## src/rtl/mode_ctrl_pkg.sv

```systemverilog
// constants for the serial mode control block
package mode_ctrl_pkg;
  localparam logic [3:0] ADDR_MODE = 4'h0;
  localparam logic [3:0] ADDR_STATUS = 4'h4;
  localparam int BIT_PORT_EN = 15;
  localparam int BIT_IDLE_STOP = 13;
  localparam int BIT_IR_EN = 12;
  localparam int BIT_RTS_MD = 11;
  localparam int BIT_PIN_HI = 9;
  localparam int BIT_PIN_LO = 8;
  localparam int BIT_WAKE = 7;
  localparam int BIT_LOOP = 6;
  localparam int BIT_AUTO_RATE_DETECT_ARM = 5;
  localparam int BIT_RXINV = 4;
  localparam int BIT_HSPEED = 3;
  localparam logic [15:0] MODE_WMASK = 16'hbbff;
  localparam logic [15:0] MODE_RESET = 16'h0000;
  localparam logic [1:0] PINS_TXRX = 2'h0;
  localparam logic [1:0] PINS_RTS = 2'h1;
  localparam logic [1:0] PINS_CTS_RTS = 2'h2;
  localparam logic [1:0] PINS_BCLK = 2'h3;
  localparam logic [7:0] SYNC_CHAR = 8'h55;
  localparam int SYNC_EDGES = 5;
  localparam logic [3:0] IR_PULSE = 4'h3;
  localparam logic [3:0] BIT_TICKS = 4'hf;
endpackage : mode_ctrl_pkg

```

## src/rtl/rate_measure.sv

```systemverilog
// auto-rate measurement over the sync character
`timescale 1ns/10ps
module rate_measure (
  input wire logic clk_i,
  input wire logic rst_i,
  input wire logic arm_i,
  input wire logic rx_i,
  output logic done_o,
  output logic [15:0] period_o
);
  typedef enum logic [2:0] {
    S_IDLE = 3'b001,
    S_COUNT = 3'b010,
    S_DONE = 3'b100
  } meas_type;
  meas_type state_ff;
  logic [15:0] cnt_ff;
  logic [2:0] falls_ff;
  logic rx_d_ff;
  wire fall = rx_d_ff & ~rx_i;
  wire [15:0] cnt_inc = cnt_ff + 16'h0001;
  always_ff @(posedge clk_i) begin
    rx_d_ff <= rst_i ? 1'b1 : rx_i;
  end
  // five falling edges of the sync character span eight bit times
  always_ff @(posedge clk_i) begin
    if (rst_i) begin
      state_ff <= S_IDLE;
      cnt_ff <= 16'h0000;
      falls_ff <= 3'h0;
      done_o <= 1'b0;
      period_o <= 16'h0000;
    end else begin
      done_o <= 1'b0;
      case (state_ff)
        S_IDLE: begin
          cnt_ff <= 16'h0000;
          falls_ff <= 3'h0;
          if (arm_i && fall) begin
            state_ff <= S_COUNT;
          end
        end
        S_COUNT: begin
          cnt_ff <= cnt_inc;
          if (!arm_i) begin
            state_ff <= S_IDLE;
          end else if (fall) begin
            falls_ff <= falls_ff + 3'h1;
            if (falls_ff == 3'(mode_ctrl_pkg::SYNC_EDGES - 2)) begin
              state_ff <= S_DONE;
              // count the closing edge too, or the period comes out one short
              period_o <= {3'h0, cnt_inc[15:3]};
            end
          end
        end
        S_DONE: begin
          done_o <= 1'b1;
          state_ff <= S_IDLE;
        end
        default: state_ff <= S_IDLE;
      endcase
    end
  end
endmodule : rate_measure

```

## src/rtl/serial_mode_control.sv

```systemverilog
// mode register, pin ownership, wake, loopback, infrared and auto-rate
// Contract
// handshake_out_mode_select 1 drives request-to-send as simplex, 0 as receive flow control.
// pin field 10 uses tx, rx, cts and rts; 01 uses tx, rx and rts with cts to the latch.
// pin field 11 uses tx, rx and baud clock out; 00 uses only tx and rx.
// with wake enabled rx is sampled in sleep and a falling start edge raises an interrupt.
// after the wake interrupt the wake bit clears itself on the next rising rx edge.
// loop select 1 loops transmit back to receive, 0 returns to normal.
// infrared enable 0 bypasses the codec.
// infrared enable 1 routes tx through the encoder and rx through the decoder.
// software enables infrared only with high speed select at 0.
// port enable 0 releases every pin to the latches, 1 follows the pin field.
// armed auto-rate measures the 0x55 sync character and clears its bit when done.
//
// Added by the designer: the Wishbone interface to the registers and the address map.
`timescale 1ns/10ps
module serial_mode_control (
  input wire logic clk_i,
  input wire logic rst_i,
  input wire logic [3:0] adr_i,
  input wire logic [15:0] dat_i,
  output logic [15:0] dat_o,
  input wire logic we_i,
  input wire logic [1:0] sel_i,
  input wire logic cyc_i,
  input wire logic stb_i,
  output logic ack_o,
  output logic err_o,
  input wire logic sleep_i,
  input wire logic tx_data_i,
  input wire logic rts_ready_i,
  input wire logic tx_busy_i,
  input wire logic bclk_i,
  input wire logic serial_receive_pin_i,
  input wire logic clear_send_pin_i,
  output logic serial_transmit_pin_o,
  output logic request_send_pin_o,
  output logic request_send_oe_n_o,
  output logic tx_oe_n_o,
  output logic rx_data_o,
  output logic cts_o,
  output logic wake_irq_o,
  output logic rate_done_o,
  output logic [15:0] rate_period_o
);
  logic [15:0] mode_ff;
  logic [15:0] nxt_mode;
  logic rx_s1_ff;
  logic rx_s2_ff;
  logic rx_d_ff;
  logic cts_s1_ff;
  logic cts_s2_ff;
  logic wake_seen_ff;
  logic [3:0] ir_cnt_ff;
  logic ack_ff;
  logic meas_done;
  logic [15:0] meas_period;

  ////////////////////////////////////////////////////////////////////////////
  // bus decode
  // err is one cycle too: a request still held must not be refused twice
  wire access = cyc_i & stb_i & ~ack_ff & ~err_o;
  wire hit_mode = adr_i == mode_ctrl_pkg::ADDR_MODE;
  wire hit_stat = adr_i == mode_ctrl_pkg::ADDR_STATUS;
  wire mapped = hit_mode | hit_stat;
  wire wr_mode = access & we_i & hit_mode;
  wire [15:0] lane_mask = {{8{sel_i[1]}}, {8{sel_i[0]}}} & mode_ctrl_pkg::MODE_WMASK;
  wire port_en = mode_ff[mode_ctrl_pkg::BIT_PORT_EN];
  wire [1:0] pin_use = mode_ff[mode_ctrl_pkg::BIT_PIN_HI:mode_ctrl_pkg::BIT_PIN_LO];
  wire ir_en = mode_ff[mode_ctrl_pkg::BIT_IR_EN];
  wire loop_en = mode_ff[mode_ctrl_pkg::BIT_LOOP];
  wire auto_rate_detect_arm = mode_ff[mode_ctrl_pkg::BIT_AUTO_RATE_DETECT_ARM];
  wire rx_inv = mode_ff[mode_ctrl_pkg::BIT_RXINV];
  wire wake_en = mode_ff[mode_ctrl_pkg::BIT_WAKE];
  wire [15:0] status = {13'h0000, wake_seen_ff, rx_s2_ff, auto_rate_detect_arm};

  ////////////////////////////////////////////////////////////////////////////
  // pin ownership
  wire own_rts = port_en & ((pin_use == mode_ctrl_pkg::PINS_RTS) |
                 (pin_use == mode_ctrl_pkg::PINS_CTS_RTS)); // see R2
  wire own_bclk = port_en & (pin_use == mode_ctrl_pkg::PINS_BCLK);
  wire own_cts = port_en & (pin_use == mode_ctrl_pkg::PINS_CTS_RTS); // see R2
  // simplex asserts (low) while sending, flow control while ready to take data
  wire rts_level = mode_ff[mode_ctrl_pkg::BIT_RTS_MD] ? ~tx_busy_i : ~rts_ready_i;
  wire rx_plain = rx_s2_ff ^ rx_inv;
  wire tx_ir = ~((ir_cnt_ff < mode_ctrl_pkg::IR_PULSE) & ~tx_data_i);
  wire tx_line = ir_en ? tx_ir : tx_data_i;
  // decoder only inverts the line, so a high pulse reads low for its own length; idle-low ir line assumed
  wire rx_dec = ir_en ? ~rx_plain : rx_plain; // see R8
  wire rx_in = loop_en ? tx_data_i : rx_dec;
  wire wake_fall = rx_d_ff & ~rx_s2_ff;
  wire wake_rise = ~rx_d_ff & rx_s2_ff;

  ////////////////////////////////////////////////////////////////////////////
  // mode register; hardware clears win over a same-cycle write
  always_comb begin
    nxt_mode = mode_ff;
    if (wr_mode) begin
      nxt_mode = (mode_ff & ~lane_mask) | (dat_i & lane_mask);
    end
    if (wake_seen_ff && wake_rise) begin
      nxt_mode[mode_ctrl_pkg::BIT_WAKE] = 1'b0;
    end
    if (meas_done) begin
      nxt_mode[mode_ctrl_pkg::BIT_AUTO_RATE_DETECT_ARM] = 1'b0;
    end
  end

  always_ff @(posedge clk_i) begin
    if (rst_i) begin
      mode_ff <= mode_ctrl_pkg::MODE_RESET;
    end else begin
      mode_ff <= nxt_mode;
    end
  end

  // pins reset to their idle level so no false edge follows reset
  always_ff @(posedge clk_i) begin
    if (rst_i) begin
      rx_s1_ff <= 1'b1;
      rx_s2_ff <= 1'b1;
      rx_d_ff <= 1'b1;
      cts_s1_ff <= 1'b1;
      cts_s2_ff <= 1'b1;
    end else begin
      rx_s1_ff <= serial_receive_pin_i;
      rx_s2_ff <= rx_s1_ff;
      rx_d_ff <= rx_s2_ff;
      cts_s1_ff <= clear_send_pin_i;
      cts_s2_ff <= cts_s1_ff;
    end
  end

  // bus answer: one-cycle ack or err, read data registered with it
  always_ff @(posedge clk_i) begin
    if (rst_i) begin
      ack_ff <= 1'b0;
      err_o <= 1'b0;
      dat_o <= 16'h0000;
    end else begin
      ack_ff <= access & mapped;
      err_o <= access & ~mapped;
      dat_o <= hit_stat ? status : mode_ff;
    end
  end
  assign ack_o = ack_ff;

  ////////////////////////////////////////////////////////////////////////////
  // wake on start edge, sampled even in sleep
  always_ff @(posedge clk_i) begin
    if (rst_i) begin
      wake_seen_ff <= 1'b0;
      wake_irq_o <= 1'b0;
    end else begin
      wake_irq_o <= wake_en & sleep_i & wake_fall & ~wake_seen_ff;
      if (wake_en & sleep_i & wake_fall) begin
        wake_seen_ff <= 1'b1;
      end else if (wake_rise | ~wake_en) begin
        wake_seen_ff <= 1'b0;
      end
    end
  end

  ////////////////////////////////////////////////////////////////////////////
  // ir pulse timer: short pulse at start of each 16-tick bit, needs 16x mode
  always_ff @(posedge clk_i) begin
    if (rst_i) begin
      ir_cnt_ff <= 4'h0;
    end else if (bclk_i) begin
      ir_cnt_ff <= (ir_cnt_ff == mode_ctrl_pkg::BIT_TICKS) ? 4'h0 : ir_cnt_ff + 4'h1;
    end
  end

  ////////////////////////////////////////////////////////////////////////////
  // pins
  always_ff @(posedge clk_i) begin
    if (rst_i) begin
      serial_transmit_pin_o <= 1'b1;
      tx_oe_n_o <= 1'b1;
    end else begin
      serial_transmit_pin_o <= loop_en ? 1'b1 : tx_line;
      tx_oe_n_o <= ~port_en;
    end
  end

  always_ff @(posedge clk_i) begin
    if (rst_i) begin
      request_send_pin_o <= 1'b1;
      request_send_oe_n_o <= 1'b1;
    end else begin
      request_send_pin_o <= own_bclk ? bclk_i : rts_level; // see R1
      request_send_oe_n_o <= ~(own_rts | own_bclk); // see R2
    end
  end

  always_ff @(posedge clk_i) begin
    if (rst_i) begin
      rx_data_o <= 1'b1;
      cts_o <= 1'b0;
    end else begin
      // while measuring, the sync character is kept out of the data path
      rx_data_o <= (auto_rate_detect_arm | ~port_en) ? 1'b1 : rx_in;
      cts_o <= own_cts ? ~cts_s2_ff : 1'b1;
    end
  end

  always_ff @(posedge clk_i) begin
    if (rst_i) begin
      rate_done_o <= 1'b0;
      rate_period_o <= 16'h0000;
    end else begin
      rate_done_o <= meas_done;
      if (meas_done) begin
        rate_period_o <= meas_period;
      end
    end
  end

  rate_measure u_meas (
    .clk_i(clk_i),
    .rst_i(rst_i),
    .arm_i(auto_rate_detect_arm & port_en),
    .rx_i(rx_in),
    .done_o(meas_done),
    .period_o(meas_period)
  );
endmodule : serial_mode_control

```

## config.mk

```make
export PLATFORM = sky130hd
export DESIGN_NAME = serial_mode_control
export DESIGN_NICKNAME = d
export VERILOG_FILES = /design/src/rtl/mode_ctrl_pkg.sv /design/src/rtl/rate_measure.sv /design/src/rtl/serial_mode_control.sv
export SDC_FILE = /design/constraint.sdc
export NUM_CORES = 1
export LEC_CHECK = 0
export BUFFER_PORTS_ARGS = -buffer_cell sky130_fd_sc_hd__buf_2
export CORE_AREA = 4 4 103 85
export DETAILED_ROUTE_END_ITERATION = 10
export DIE_AREA = 0 0 107 89
export GPL_TIMING_DRIVEN = 0
export PLACE_DENSITY = 0.81
export SETUP_SLACK_MARGIN = 0.2
export SYNTH_ARGS = -nofsm -noshare
export SYNTH_HDL_FRONTEND = slang
export SYNTH_SLANG_ARGS = --single-unit
```

## constraint.sdc

```tcl
create_clock -name clk_i -period 1.8 [get_ports clk_i]
set_input_delay 0.18 -clock clk_i [delete_from_list [all_inputs] [get_ports clk_i]]
set_output_delay 0.18 -clock clk_i [all_outputs]
set_load 0.1 [all_outputs]
```

==> key figures, run 1 <==
Routing
  – Vias/cell: 5.733
  – Final wirelength: 10980 µm
  – Routed Antenna Nets: 0
  – Drt pass-1 iters: 5
  – Via count: between 3000 and 4000
  – DR WL/cell: between 15 and 20 µm
  – DRC Markers: 0
  – Drt initial violations: 366

Clock network
  – Clock buffer count from CTS: 9
  – CTS root buf: clkbuf_8
  – Clock latency on the worst-skew pair: approximately 370 ps
  – Clk sinks: 98
  – Clock slew at reported path FFs: around 90 ps
  – Clk buf depth: 2
  – CTS H-tree lvls: 3
  – CTS tree: built
  – Hold buffer count at cts: 0

Global route
  – Initial antenna violation count: 0
  – Total Routing Usage GR: about a fifth
  – Total congestion overflow: 0
  – Vias in the first global route: approximately 3200
  – Largest net degree at the start of global routing: 17
  – First-pass GRT wire length: 15800 µm

Logic synthesis
  – Library cells used by synthesis: 64
  – Top cells by area, synth: dfxtp_1 47%, mux2i_1 7.5%, nor2_1 3.9%
  – Synth Area per Inst: 10.15 µm²
  – Post-synth EDFFs: 0
  – Share of flip-flops with an asynchronous set or reset: 0%
  – Synthesized cell area: around 4200 µm²
  – Synth warn: 0
  – Synth top area share: 47.13%
  – Sequential-to-total area share from yosys stat: 47.13%
  – Synth area leader: dfxtp_1
  – Ys flop type: dfxtp_1
  – Flops & latches, synth: 98
  – Cells after synthesis: 410

Floorplanning
  – Initial Util: roughly 54%
  – Die Span X: roughly 110 µm
  – I/O pins: 76
  – DIE AREA: 9523 µm²
  – Site row count: 29
  – Core area: about 7800 µm²
  – Die Height: 89 µm

Layout
  – Ant diodes: 0
  – Register cell area after layout: 1994 µm²
  – Most common cell after layout, fill and taps aside: dfxtp_1
  – Fillers: 554
  – Area Growth Syn to Fin: 26.96%
  – Most frequent cells in the layout: 84 x dfxtp_1, 70 x buf_2, 43 x nor2_1
  – Multi-input logic area: 2195 µm²
  – Fin nets: 546
  – Design Area, Final: 5285 µm²
  – Layout cell share with drive strength beyond 1: between 30% and 40%

Placed design
  – Global placement routability congestion: between 0.8 and 0.9
  – DP Area: ~4700 µm²
  – IO buf count: 67
  – DP HPWL: a little under 7000 µm

Timing
  – Fmax: 0.5791 GHz
  – Final hold violations: 0
  – Tmin final: ~1700 ps
  – RSZ-0062 raised after global routing: yes
  – Setup violations, final: 0
  – Max-slew violations: 0
  – Fin crit share: 95.94%
  – Slew Limit Headroom: 51.77%
  – Clock skew: 11.21 ps
  – Worst slew pin tran: around 720 ps

Pwr
  – Leak: 0.002157 µW
  – VDD IR max: 0.3629 mV
  – Overall power: 3758 µW
  – P per Cell Area: about 710 nW/µm²

Status
  – Status: completed

Hold path
  – HP Class: input port to flip-flop

Run
  – Max_cap viols: 0

Setup path
  – Crit Path Category: flip-flop to flip-flop
  – Worst EP arrival: 2010 ps
  – CP required: 2080 ps
  – Startpoint Class: flip-flop
  – Peak fanout along the critical path: 5
  – Crit end category: flip-flop
power breakdown:
part / internal, µW / switching [µW]
sequential: 2170 / 9.63
combinational: 67.4 / 175
clock: 541 / 792
total: 2780 / 976
worst max-delay path, stage by stage (launching register included):
cell and delay (ps):
dfxtp_2 340, xnor3_2 470, buf_6 130, o211ai_4 80
buf_4 160, or3_4 330, a21oi_2 140
cells in the mapped netlist (all sizes together) (2+ instances only):
master,instances
dfxtp,98
nor2,45
mux2i,31
a21oi,30
nand2,18
clkbuf,17
buf,14
nor3,14
and2,13
a211oi,11
xnor2,10
nand3,9
nor4,8
o21ai,8
nand4,7
o211ai,7
ha,6
inv,6
or2,6
or3,6
o31ai,5
nand3b,4
o211a,4
nand2b,3
nor2b,3
nor3b,3
a31oi,2
o21a,2
or3b,2
xor2,2
cell families after synthesis:
group	after synthesis	share of synthesized area (%)
and+or+nand+nor	145	21.04
DFF	98	47.13
AOI/OAI and AO/OA	77	13.50
buffers and inverters	38	5.651
muxes	32	7.725
xor gates and xnor gates	13	3.066
adders and majority gates	6	1.803
other	1	0.09008
per-stage QoR:
stage | std cells | worst slack, ps | setup TNS (ps) | hold WS, ps | utilization [%]
global route | 619 | 23.67 | 0 | 13.44 | 68.06
global placement | 589 | -79.47 | -79.47 | 368.6 | 59.96
detailed placement | 589 | -232.7 | -232.7 | 377.8 | 59.96
CTS | 609 | 64.69 | 0 | 7.511 | 63.78
floorplan | 414 | 221.4 | 0 | 283.2 | -
finish | 619 | 73.17 | 0 | 5.312 | 68.06
metal layers:
metal | track usage, % | vias to the layer above | wire, µm
met5 | 0 | - | 0
met4 | 8.479 | 0 | 238
met3 | 3.682 | 22 | 832
met2 | 35.03 | 181 | 5471
met1 | 27.20 | 1706 | 4438
li1 | - | 1640 | -
cell type report:
class / count / area share [%]
clock inverters: 6 / 0.7812
flip-flops and latches: 98 / 37.74
inverters: 6 / 0.4261
repair buffers: 81 / 9.446
clock buffers: 10 / 2.604
plain buffers: 32 / 4.924
multi-input cells: 278 / 41.52
well taps: 108 / 2.557
worst paths after layout:
check                                           from                 end  slack (ps)  cells past startpoint
worst max-delay path                       flip-flop  u_meas.falls_ff[0]          70                      6
worst min-delay path            serial_receive_pin_i            rx_s1_ff           5                      2
worst max register to register             flip-flop  u_meas.falls_ff[0]          70                      6
worst min register to register              rx_s1_ff            rx_s2_ff         410                      1
what timing repair did:
item | CTS | global route
pin swaps | 3 | 18
resized for setup | 32 | 51
endpoints found under the setup margin | 37 | 45
buffers inserted | 4 | 8
hold endpoints to repair | 0 | 0
cloned | 0 | 2
No activity file was read; power rests on OpenSTA's default activity.
==> run 2, diff against run 1 <==
--- a/config.mk
+++ b/config.mk
@@ -6,11 +6,11 @@
 export NUM_CORES = 1
 export LEC_CHECK = 0
 export BUFFER_PORTS_ARGS = -buffer_cell sky130_fd_sc_hd__buf_2
-export CORE_AREA = 4 4 103 85
+export CORE_AREA = 4 4 129 69
 export DETAILED_ROUTE_END_ITERATION = 10
-export DIE_AREA = 0 0 107 89
+export DIE_AREA = 0 0 133 73
 export GPL_TIMING_DRIVEN = 0
-export PLACE_DENSITY = 0.81
+export PLACE_DENSITY = 0.8
 export SETUP_SLACK_MARGIN = 0.2
 export SYNTH_ARGS = -nofsm -noshare
 export SYNTH_HDL_FRONTEND = slang
==> run 2 against run 1 <==
Compared with the run above: sequential cell count stayed put; wire length is 1.6% higher; hold slack better by 21 ps; via count is 1.8% lower; maximum frequency is 1.6% higher; highest routed layer unchanged; count of clock-buffer cells in the layout is 3 higher; sequential share of layout area is 0.54 points lower; non-clock buffer count is 1 lower; register-to-register slack better by 30 ps; cell count is 0.48% higher; sequential power hardly changed.
==> key figures, run 2 (synthesis results as in run 1) <==
Pwr
  – P per Cell Area: 791.4 nW/µm² (was 711.0 nW/µm²)
  – Seq pwr share: 51.4% (was 58.1%)
  – Combinational Power Share: 5.6% (was 6.4%)
  – Sw Ratio: 23.39% (was 25.97%)
  – Leak: 0.002179 µW (was 0.002157 µW)
  – Int Pwr: 3257 µW (was 2782 µW)
  – Clock power frac: 43.1% (was 35.5%)
  – P_sw: 994.5 µW (was 975.9 µW)
  – Overall power: 4251 µW (was 3758 µW)
  – VDD IR max: 0.5698 mV (was 0.3629 mV)

Setup path
  – Critical Path Stages: 4 (was 6)
  – CP required: 2040 ps (was 2080 ps)
  – End of the critical path: u_meas.state_ff[1] (was u_meas.falls_ff[0])
  – Crit Path Category: flip-flop to flip-flop (unchanged)
  – Buffers and inverters on the worst path: 0 (was 2)
  – Crit-path max cell delay: 490 ps (was 470 ps)
  – Peak fanout along the critical path: 5 (unchanged)
  – Cells along the critical path: xnor3_2 > o211a_4 > or3_1 > o31ai_2 (was xnor3_2 > buf_6 > o211ai_4 > buf_4 > or3_4 > a21oi_2)
  – R2R depth: 4 (was 6)
  – Delay-heaviest family, CP: XOR/XNOR gates (unchanged)
  – FF-to-FF End: u_meas.state_ff[1] (was u_meas.falls_ff[0])
  – Slowest-stage cell, CP: xnor3_2 (unchanged)
  – Crit end category: flip-flop (unchanged)
  – Worst EP arrival: 1940 ps (was 2010 ps)
  – Startpoint Class: flip-flop (unchanged)
  – R2R Setup Slk: 100 ps (was 70 ps)

Routing
  – DRC Markers: 0 (unchanged)
  – DR WL/cell: 17.93 µm (was 17.74 µm)
  – Drt pass-1 iters: 5 (unchanged)
  – Via count: 3485 (was 3549)
  – Final wirelength: 11150 µm (was 10980 µm)
  – Routed Antenna Nets: 0 (unchanged)
  – Vias/cell: 5.603 (was 5.733)
  – Drt initial violations: 281 (was 366)

Global route
  – Met3 usage: 6.818% (was 3.682%)
  – M2 GR Usage: 33.43% (was 35.03%)
  – Initial antenna violation count: 0 (unchanged)
  – GR Layer Usage met1: 34.14% (was 27.20%)
  – Total Routing Usage GR: 23.23% (was 20.93%)
  – GRT busiest layer: met1 (was met2)
  – First-pass GRT wire length: 17640 µm (was 15800 µm)
  – Largest net degree at the start of global routing: 17 (unchanged)
  – Total congestion overflow: 0 (unchanged)
  – Vias in the first global route: 3283 (was 3226)

Timing
  – Max-slew violations: 0 (unchanged)
  – Slew Limit Headroom: 55.57% (was 51.77%)
  – Setup violations, final: 0 (unchanged)
  – Worst slew pin tran: 661.4 ps (was 723.4 ps)
  – Fin crit share: 94.40% (was 95.94%)
  – Clock skew: 9.410 ps (was 11.21 ps)
  – Setup TNS: 0 ps (unchanged)
  – Fmax: 0.5885 GHz (was 0.5791 GHz)
  – Final hold violations: 0 (unchanged)
  – Tmin final: 1699 ps (was 1727 ps)
  – RSZ-0062 raised after global routing: yes (unchanged)

Layout
  – Fillers: 576 (was 554)
  – Layout Cells excl Fill: 622 (was 619)
  – Fin nets: 545 (was 546)
  – Ant diodes: 0 (unchanged)
  – Layout cell share with drive strength beyond 1: 38.63% (was 37.77%)
  – Most common cell after layout, fill and taps aside: dfxtp_1 (unchanged)
  – Area Growth Syn to Fin: 29.04% (was 26.96%)
  – Most frequent cells in the layout: 83 x dfxtp_1, 71 x buf_2, 43 x nor2_1 (was 84 x dfxtp_1, 70 x buf_2, 43 x nor2_1)

Placed design
  – Global placement routability congestion: 0.8977 (was 0.8513)
  – DP HPWL: 7733 µm (was 6754 µm)
  – IO buf count: 67 (unchanged)
  – Placed Cells: 593 (was 589)

Clock network
  – CTS H-tree lvls: 3 (unchanged)
  – Clock slew at reported path FFs: 70 ps (was 90 ps)
  – Clk sinks: 98 (unchanged)
  – Clock latency on the worst-skew pair: 350 ps (was 370 ps)
  – Clk buf depth: 2 (unchanged)
  – CTS root buf: clkbuf_16 (was clkbuf_8)
  – CTS tree: built (unchanged)
  – Clock buffer count from CTS: 9 (unchanged)

Floorplanning
  – Core area: 7799 µm² (was 7765 µm²)
  – Site row count: 23 (was 29)
  – DIE AREA: 9709 µm² (was 9523 µm²)
  – I/O pins: 76 (unchanged)
  – Die Span X: 133 µm (was 107 µm)
  – Die Height: 73 µm (was 89 µm)
  – Initial Util: 53.38% (was 53.61%)

Status
  – Status: completed (unchanged)

Hold path
  – HP Class: input port to flip-flop (unchanged)

Run
  – Max_cap viols: 0 (unchanged)
[run 2: routing by layer]
| layer | wire (µm) | part of all wire, % |
|---|---|---|
| met1 | 5374 | 48 |
| met4 | 106 | 0.95 |
| met5 | 0 | 0 |
| met3 | 995 | 8.9 |
| met2 | 4677 | 42 |
[run 2: worst min path at each step]
stage | start | endpoint | slack (ps) | cells after the start
floorplan | tx_data_i | serial_transmit_pin_o | 280 | 2
finish | clear_send_pin_i | cts_s1_ff | 30 | 2
CTS | clear_send_pin_i | cts_s1_ff | 20 | 2
global route | clear_send_pin_i | cts_s1_ff | 20 | 2
global placement | clear_send_pin_i | cts_s1_ff | 380 | 2
detailed placement | clear_send_pin_i | cts_s1_ff | 380 | 2
[run 2: stage by stage]
step	util, %	instance area [µm²]	hold slack, ps	worst slack (ps)
final	68.88	5371	25.99	100.7
after global routing	68.88	5371	18.92	88.28
after CTS	66.20	5162	20.48	140.7
after detailed placement	59.76	4661	376.9	-210.0
after global placement	59.76	4661	375.8	-137.2
after floorplan	-	4185	283.2	221.4
[run 2: area by class of cell]
cell class                      instances  area (µm²)  share of cell area [%]
Tap cell                              112       140.1                   2.609
Multi-Input combinational cell        278        2197                   40.90
Clock inverter                          3       23.77                  0.4426
Inverter                                6       22.52                  0.4193
Clock buffer                           13       260.3                   4.845
Sequential cell                        98        1998                   37.20
Timing Repair Buffer                   80       455.4                   8.479
Buffer                                 32       274.0                   5.101
[run 2: power by group through the flow]
stage / logic [µW] / clock network [µW] / registers (µW)
6_report: 237 / 1830 / 2180
5_1_grt: 251 / 1950 / 2180
4_1_cts: 233 / 1850 / 2190
3_5_place_dp: 226 / 0 / 2240
3_3_place_gp: 222 / 0 / 2240
2_1_floorplan: 119 / 0 / 2280
[run 2: worst reg2reg max path, delay by kind of cell (launching register included)]
family / cells / cell delay [ps]
AO/OA/AOI/OAI: 2 / 400
AND/OR/NAND/NOR: 1 / 360
flip-flops: 1 / 340
XOR/XNOR: 1 / 490
[run 2: what timing repair did]
| action | CTS | global route |
|---|---|---|
| gates cloned | 0 | 2 |
| gates resized for setup | 52 | 36 |
| setup endpoints to repair | 41 | 35 |
| pin swaps | 4 | 14 |
| hold buffers | 0 | 0 |
| hold endpoints to repair | 0 | 0 |
| setup buffers | 3 | 8 |
==> run 3, diff against run 2 <==
--- a/config.mk
+++ b/config.mk
@@ -6,11 +6,15 @@
 export NUM_CORES = 1
 export LEC_CHECK = 0
 export BUFFER_PORTS_ARGS = -buffer_cell sky130_fd_sc_hd__buf_2
-export CORE_AREA = 4 4 129 69
+export CELL_PAD_IN_SITES_DETAIL_PLACEMENT = 1
+export CELL_PAD_IN_SITES_GLOBAL_PLACEMENT = 2
+export CORE_AREA = 4 4 160 85
 export DETAILED_ROUTE_END_ITERATION = 10
-export DIE_AREA = 0 0 133 73
+export DIE_AREA = 0 0 164 89
 export GPL_TIMING_DRIVEN = 0
-export PLACE_DENSITY = 0.8
+export PLACE_DENSITY = 0.81
+export RECOVER_POWER = 25
+export REMOVE_ABC_BUFFERS = 1
 export SETUP_SLACK_MARGIN = 0.2
 export SYNTH_ARGS = -nofsm -noshare
 export SYNTH_HDL_FRONTEND = slang
==> run 3 against run 2 <==
Compared with the run above: clock power about the same; sequential power about the same; sequential cell count is the same; critical path depth is 1 higher; utilization is 26 points lower; register-to-register slack gained 50 ps; via count fell by 5.2%; wire length grew 2.7%; first-iteration DRC count fell by 27%; die area grew 50%; critical endpoint is now u_meas.period_o[8]; largest cell class unchanged; largest power group unchanged; highest routed layer unchanged.
==> key figures, run 3 (synthesis results as in run 1) <==
Status
  – Status: completed (unchanged)

Timing
  – Worst slew pin tran: 953.9 ps (was 661.4 ps)
  – RSZ-0062 raised after global routing: yes (unchanged)
  – Setup violations, final: 0 (unchanged)
  – Fin crit share: 91.65% (was 94.40%)
  – Final worst setup slack: 150.3 ps (was 100.7 ps)
  – Final hold violations: 0 (unchanged)
  – Slew Limit Headroom: 36.32% (was 55.57%)
  – Fmax: 0.6062 GHz (was 0.5885 GHz)
  – Setup TNS: 0 ps (unchanged)
  – Max-slew violations: 0 (unchanged)
  – Tmin final: 1650 ps (was 1699 ps)
  – Clock skew: 5.924 ps (was 9.410 ps)

Routing
  – WL met1: 6011 µm (was 5374 µm)
  – Met3 wire length: 520 µm (was 995 µm)
  – Met2 WL: 4844 µm (was 4677 µm)
  – Highest Signal Layer: met4 (unchanged)
  – Drt pass-1 iters: 4 (was 5)
  – DRC Markers: 0 (unchanged)
  – DR WL/cell: 17.52 µm (was 17.93 µm)
  – Routed Antenna Nets: 0 (unchanged)
  – Final wirelength: 11460 µm (was 11150 µm)
  – Vias/cell: 5.050 (was 5.603)
  – Via count: 3303 (was 3485)
  – Drt initial violations: 205 (was 281)

Pwr
  – Leak: 0.002094 µW (was 0.002179 µW)
  – VDD IR max: 0.3586 mV (was 0.5698 mV)
  – P per Cell Area: 813.8 nW/µm² (was 791.4 nW/µm²)

Global route
  – First-pass GRT wire length: 18170 µm (was 17640 µm)
  – Largest net degree at the start of global routing: 80 (was 17)
  – Total congestion overflow: 0 (unchanged)
  – Vias in the first global route: 3367 (was 3283)
  – Total Routing Usage GR: 16.10% (was 23.23%)
  – Initial antenna violation count: 0 (unchanged)

Floorplanning
  – Site row count: 29 (was 23)
  – Initial Util: 33.94% (was 53.38%)
  – Die Height: 89 µm (was 73 µm)
  – DIE AREA: 14600 µm² (was 9709 µm²)
  – I/O pins: 76 (unchanged)
  – Die Span X: 164 µm (was 133 µm)
  – Core area: 12260 µm² (was 7799 µm²)

Placed design
  – Place WS: -923.8 ps (was -210.0 ps)
  – IO buf count: 68 (was 67)
  – Global placement routability congestion: 0.7734 (was 0.8977)
  – DP HPWL: 7455 µm (was 7733 µm)

Clock network
  – Clock slew at reported path FFs: 70 ps (about the same)
  – Clk buf depth: 2 (unchanged)
  – CTS H-tree lvls: 3 (unchanged)
  – Clock buffer count from CTS: 9 (unchanged)
  – Hold buffer count at cts: 0 (unchanged)
  – Clock latency on the worst-skew pair: 340 ps (was 350 ps)
  – Clk sinks: 98 (unchanged)
  – CTS tree: built (unchanged)
  – CTS root buf: clkbuf_16 (unchanged)

Layout
  – Layout cell share with drive strength beyond 1: 35.74% (was 38.63%)
  – Most frequent cells in the layout: 83 x dfxtp_1, 58 x buf_2, 43 x nor2_1 (was 83 x dfxtp_1, 71 x buf_2, 43 x nor2_1)
  – Fin nets: 520 (was 545)
  – Area Growth Syn to Fin: 26.09% (was 29.04%)
  – Most common cell after layout, fill and taps aside: dfxtp_1 (unchanged)
  – Ant diodes: 0 (unchanged)

Setup path
  – Crit Path Category: flip-flop to flip-flop (unchanged)
  – R2R depth: 5 (was 4)
  – R2R Setup Slk: 150 ps (was 100 ps)
  – Crit end category: flip-flop (unchanged)
  – CP required: 2010 ps (was 2040 ps)
  – FF-to-FF End: u_meas.period_o[8] (was u_meas.state_ff[1])
  – Peak fanout along the critical path: 7 (was 5)
  – Worst EP arrival: 1860 ps (was 1940 ps)
  – Startpoint Class: flip-flop (unchanged)

Hold path
  – HP Class: input port to flip-flop (unchanged)
  – Hold depth: 2 (unchanged)
  – Hold EP: rx_s1_ff (was cts_s1_ff)
  – Hold Crit Start: serial_receive_pin_i (was clear_send_pin_i)

Run
  – Max_cap viols: 0 (unchanged)
-- run 3: final cells by class --
type,count,area (µm²)
fillers,1398,7015
multi-input cells,281,2208
flip-flops and latches,98,1988
repair buffers,84,526.8
clock buffers,12,266.5
well taps,170,212.7
clock inverters,3,23.77
inverters,6,22.52
-- run 3: worst max-delay path, stage by stage, from the launching register on --
cell and delay (ps):
dfxtp_2 330, xnor3_2 520, buf_6 160, o211a_4 300
a21oi_2 160, a211oi_2 40
-- run 3: stage by stage --
stage	cells	utilization, %	hold WS, ps	cell area, µm²	power, µW
3_5_place_dp	621	37.08	368.2	4548	2458
6_report	654	42.80	17.14	5249	4272
2_1_floorplan	382	-	242.4	3965	2362
4_1_cts	648	41.81	7.864	5127	4326
3_3_place_gp	620	36.84	364.0	4518	2447
5_1_grt	654	42.80	18.55	5249	4432
-- run 3: repair_timing --
action,CTS,global route
pin swaps,20,6
endpoints found under the setup margin,35,45
gates resized for setup,40,19
buffers inserted,10,4
gates cloned,2,2
-- run 3: how the worst max path moves through the flow --
| stage | start | to | slack, ps | cells after the start |
|---|---|---|---|---|
| 3_5_place_dp | u_meas.state_ff[1] | u_meas.period_o[8] | -920 | 4 |
| 3_3_place_gp | u_meas.state_ff[2] | u_meas.period_o[8] | -940 | 4 |
| 4_1_cts | flip-flop | u_meas.period_o[8] | 160 | 5 |
| 2_1_floorplan | err_o | flip-flop | -120 | 4 |
| 6_report | flip-flop | u_meas.period_o[8] | 150 | 5 |
| 5_1_grt | flip-flop | u_meas.period_o[8] | 90 | 5 |
-- run 3: power breakdown --
group	switching (µW)	total [µW]	internal (µW)	leakage, µW
logic	162	222	59.7	0.00116
registers	9.73	2190	2180	0.000799
clock network	816	1860	1050	0.000137
total	988	4270	3280	0.00209
-- run 3: metal layers --
layer	vias up	global-route usage (%)
li1	1584	-
met1	1643	23.37
met2	69	24.30
met3	7	3.915
met4	0	3.653
met5	-	0
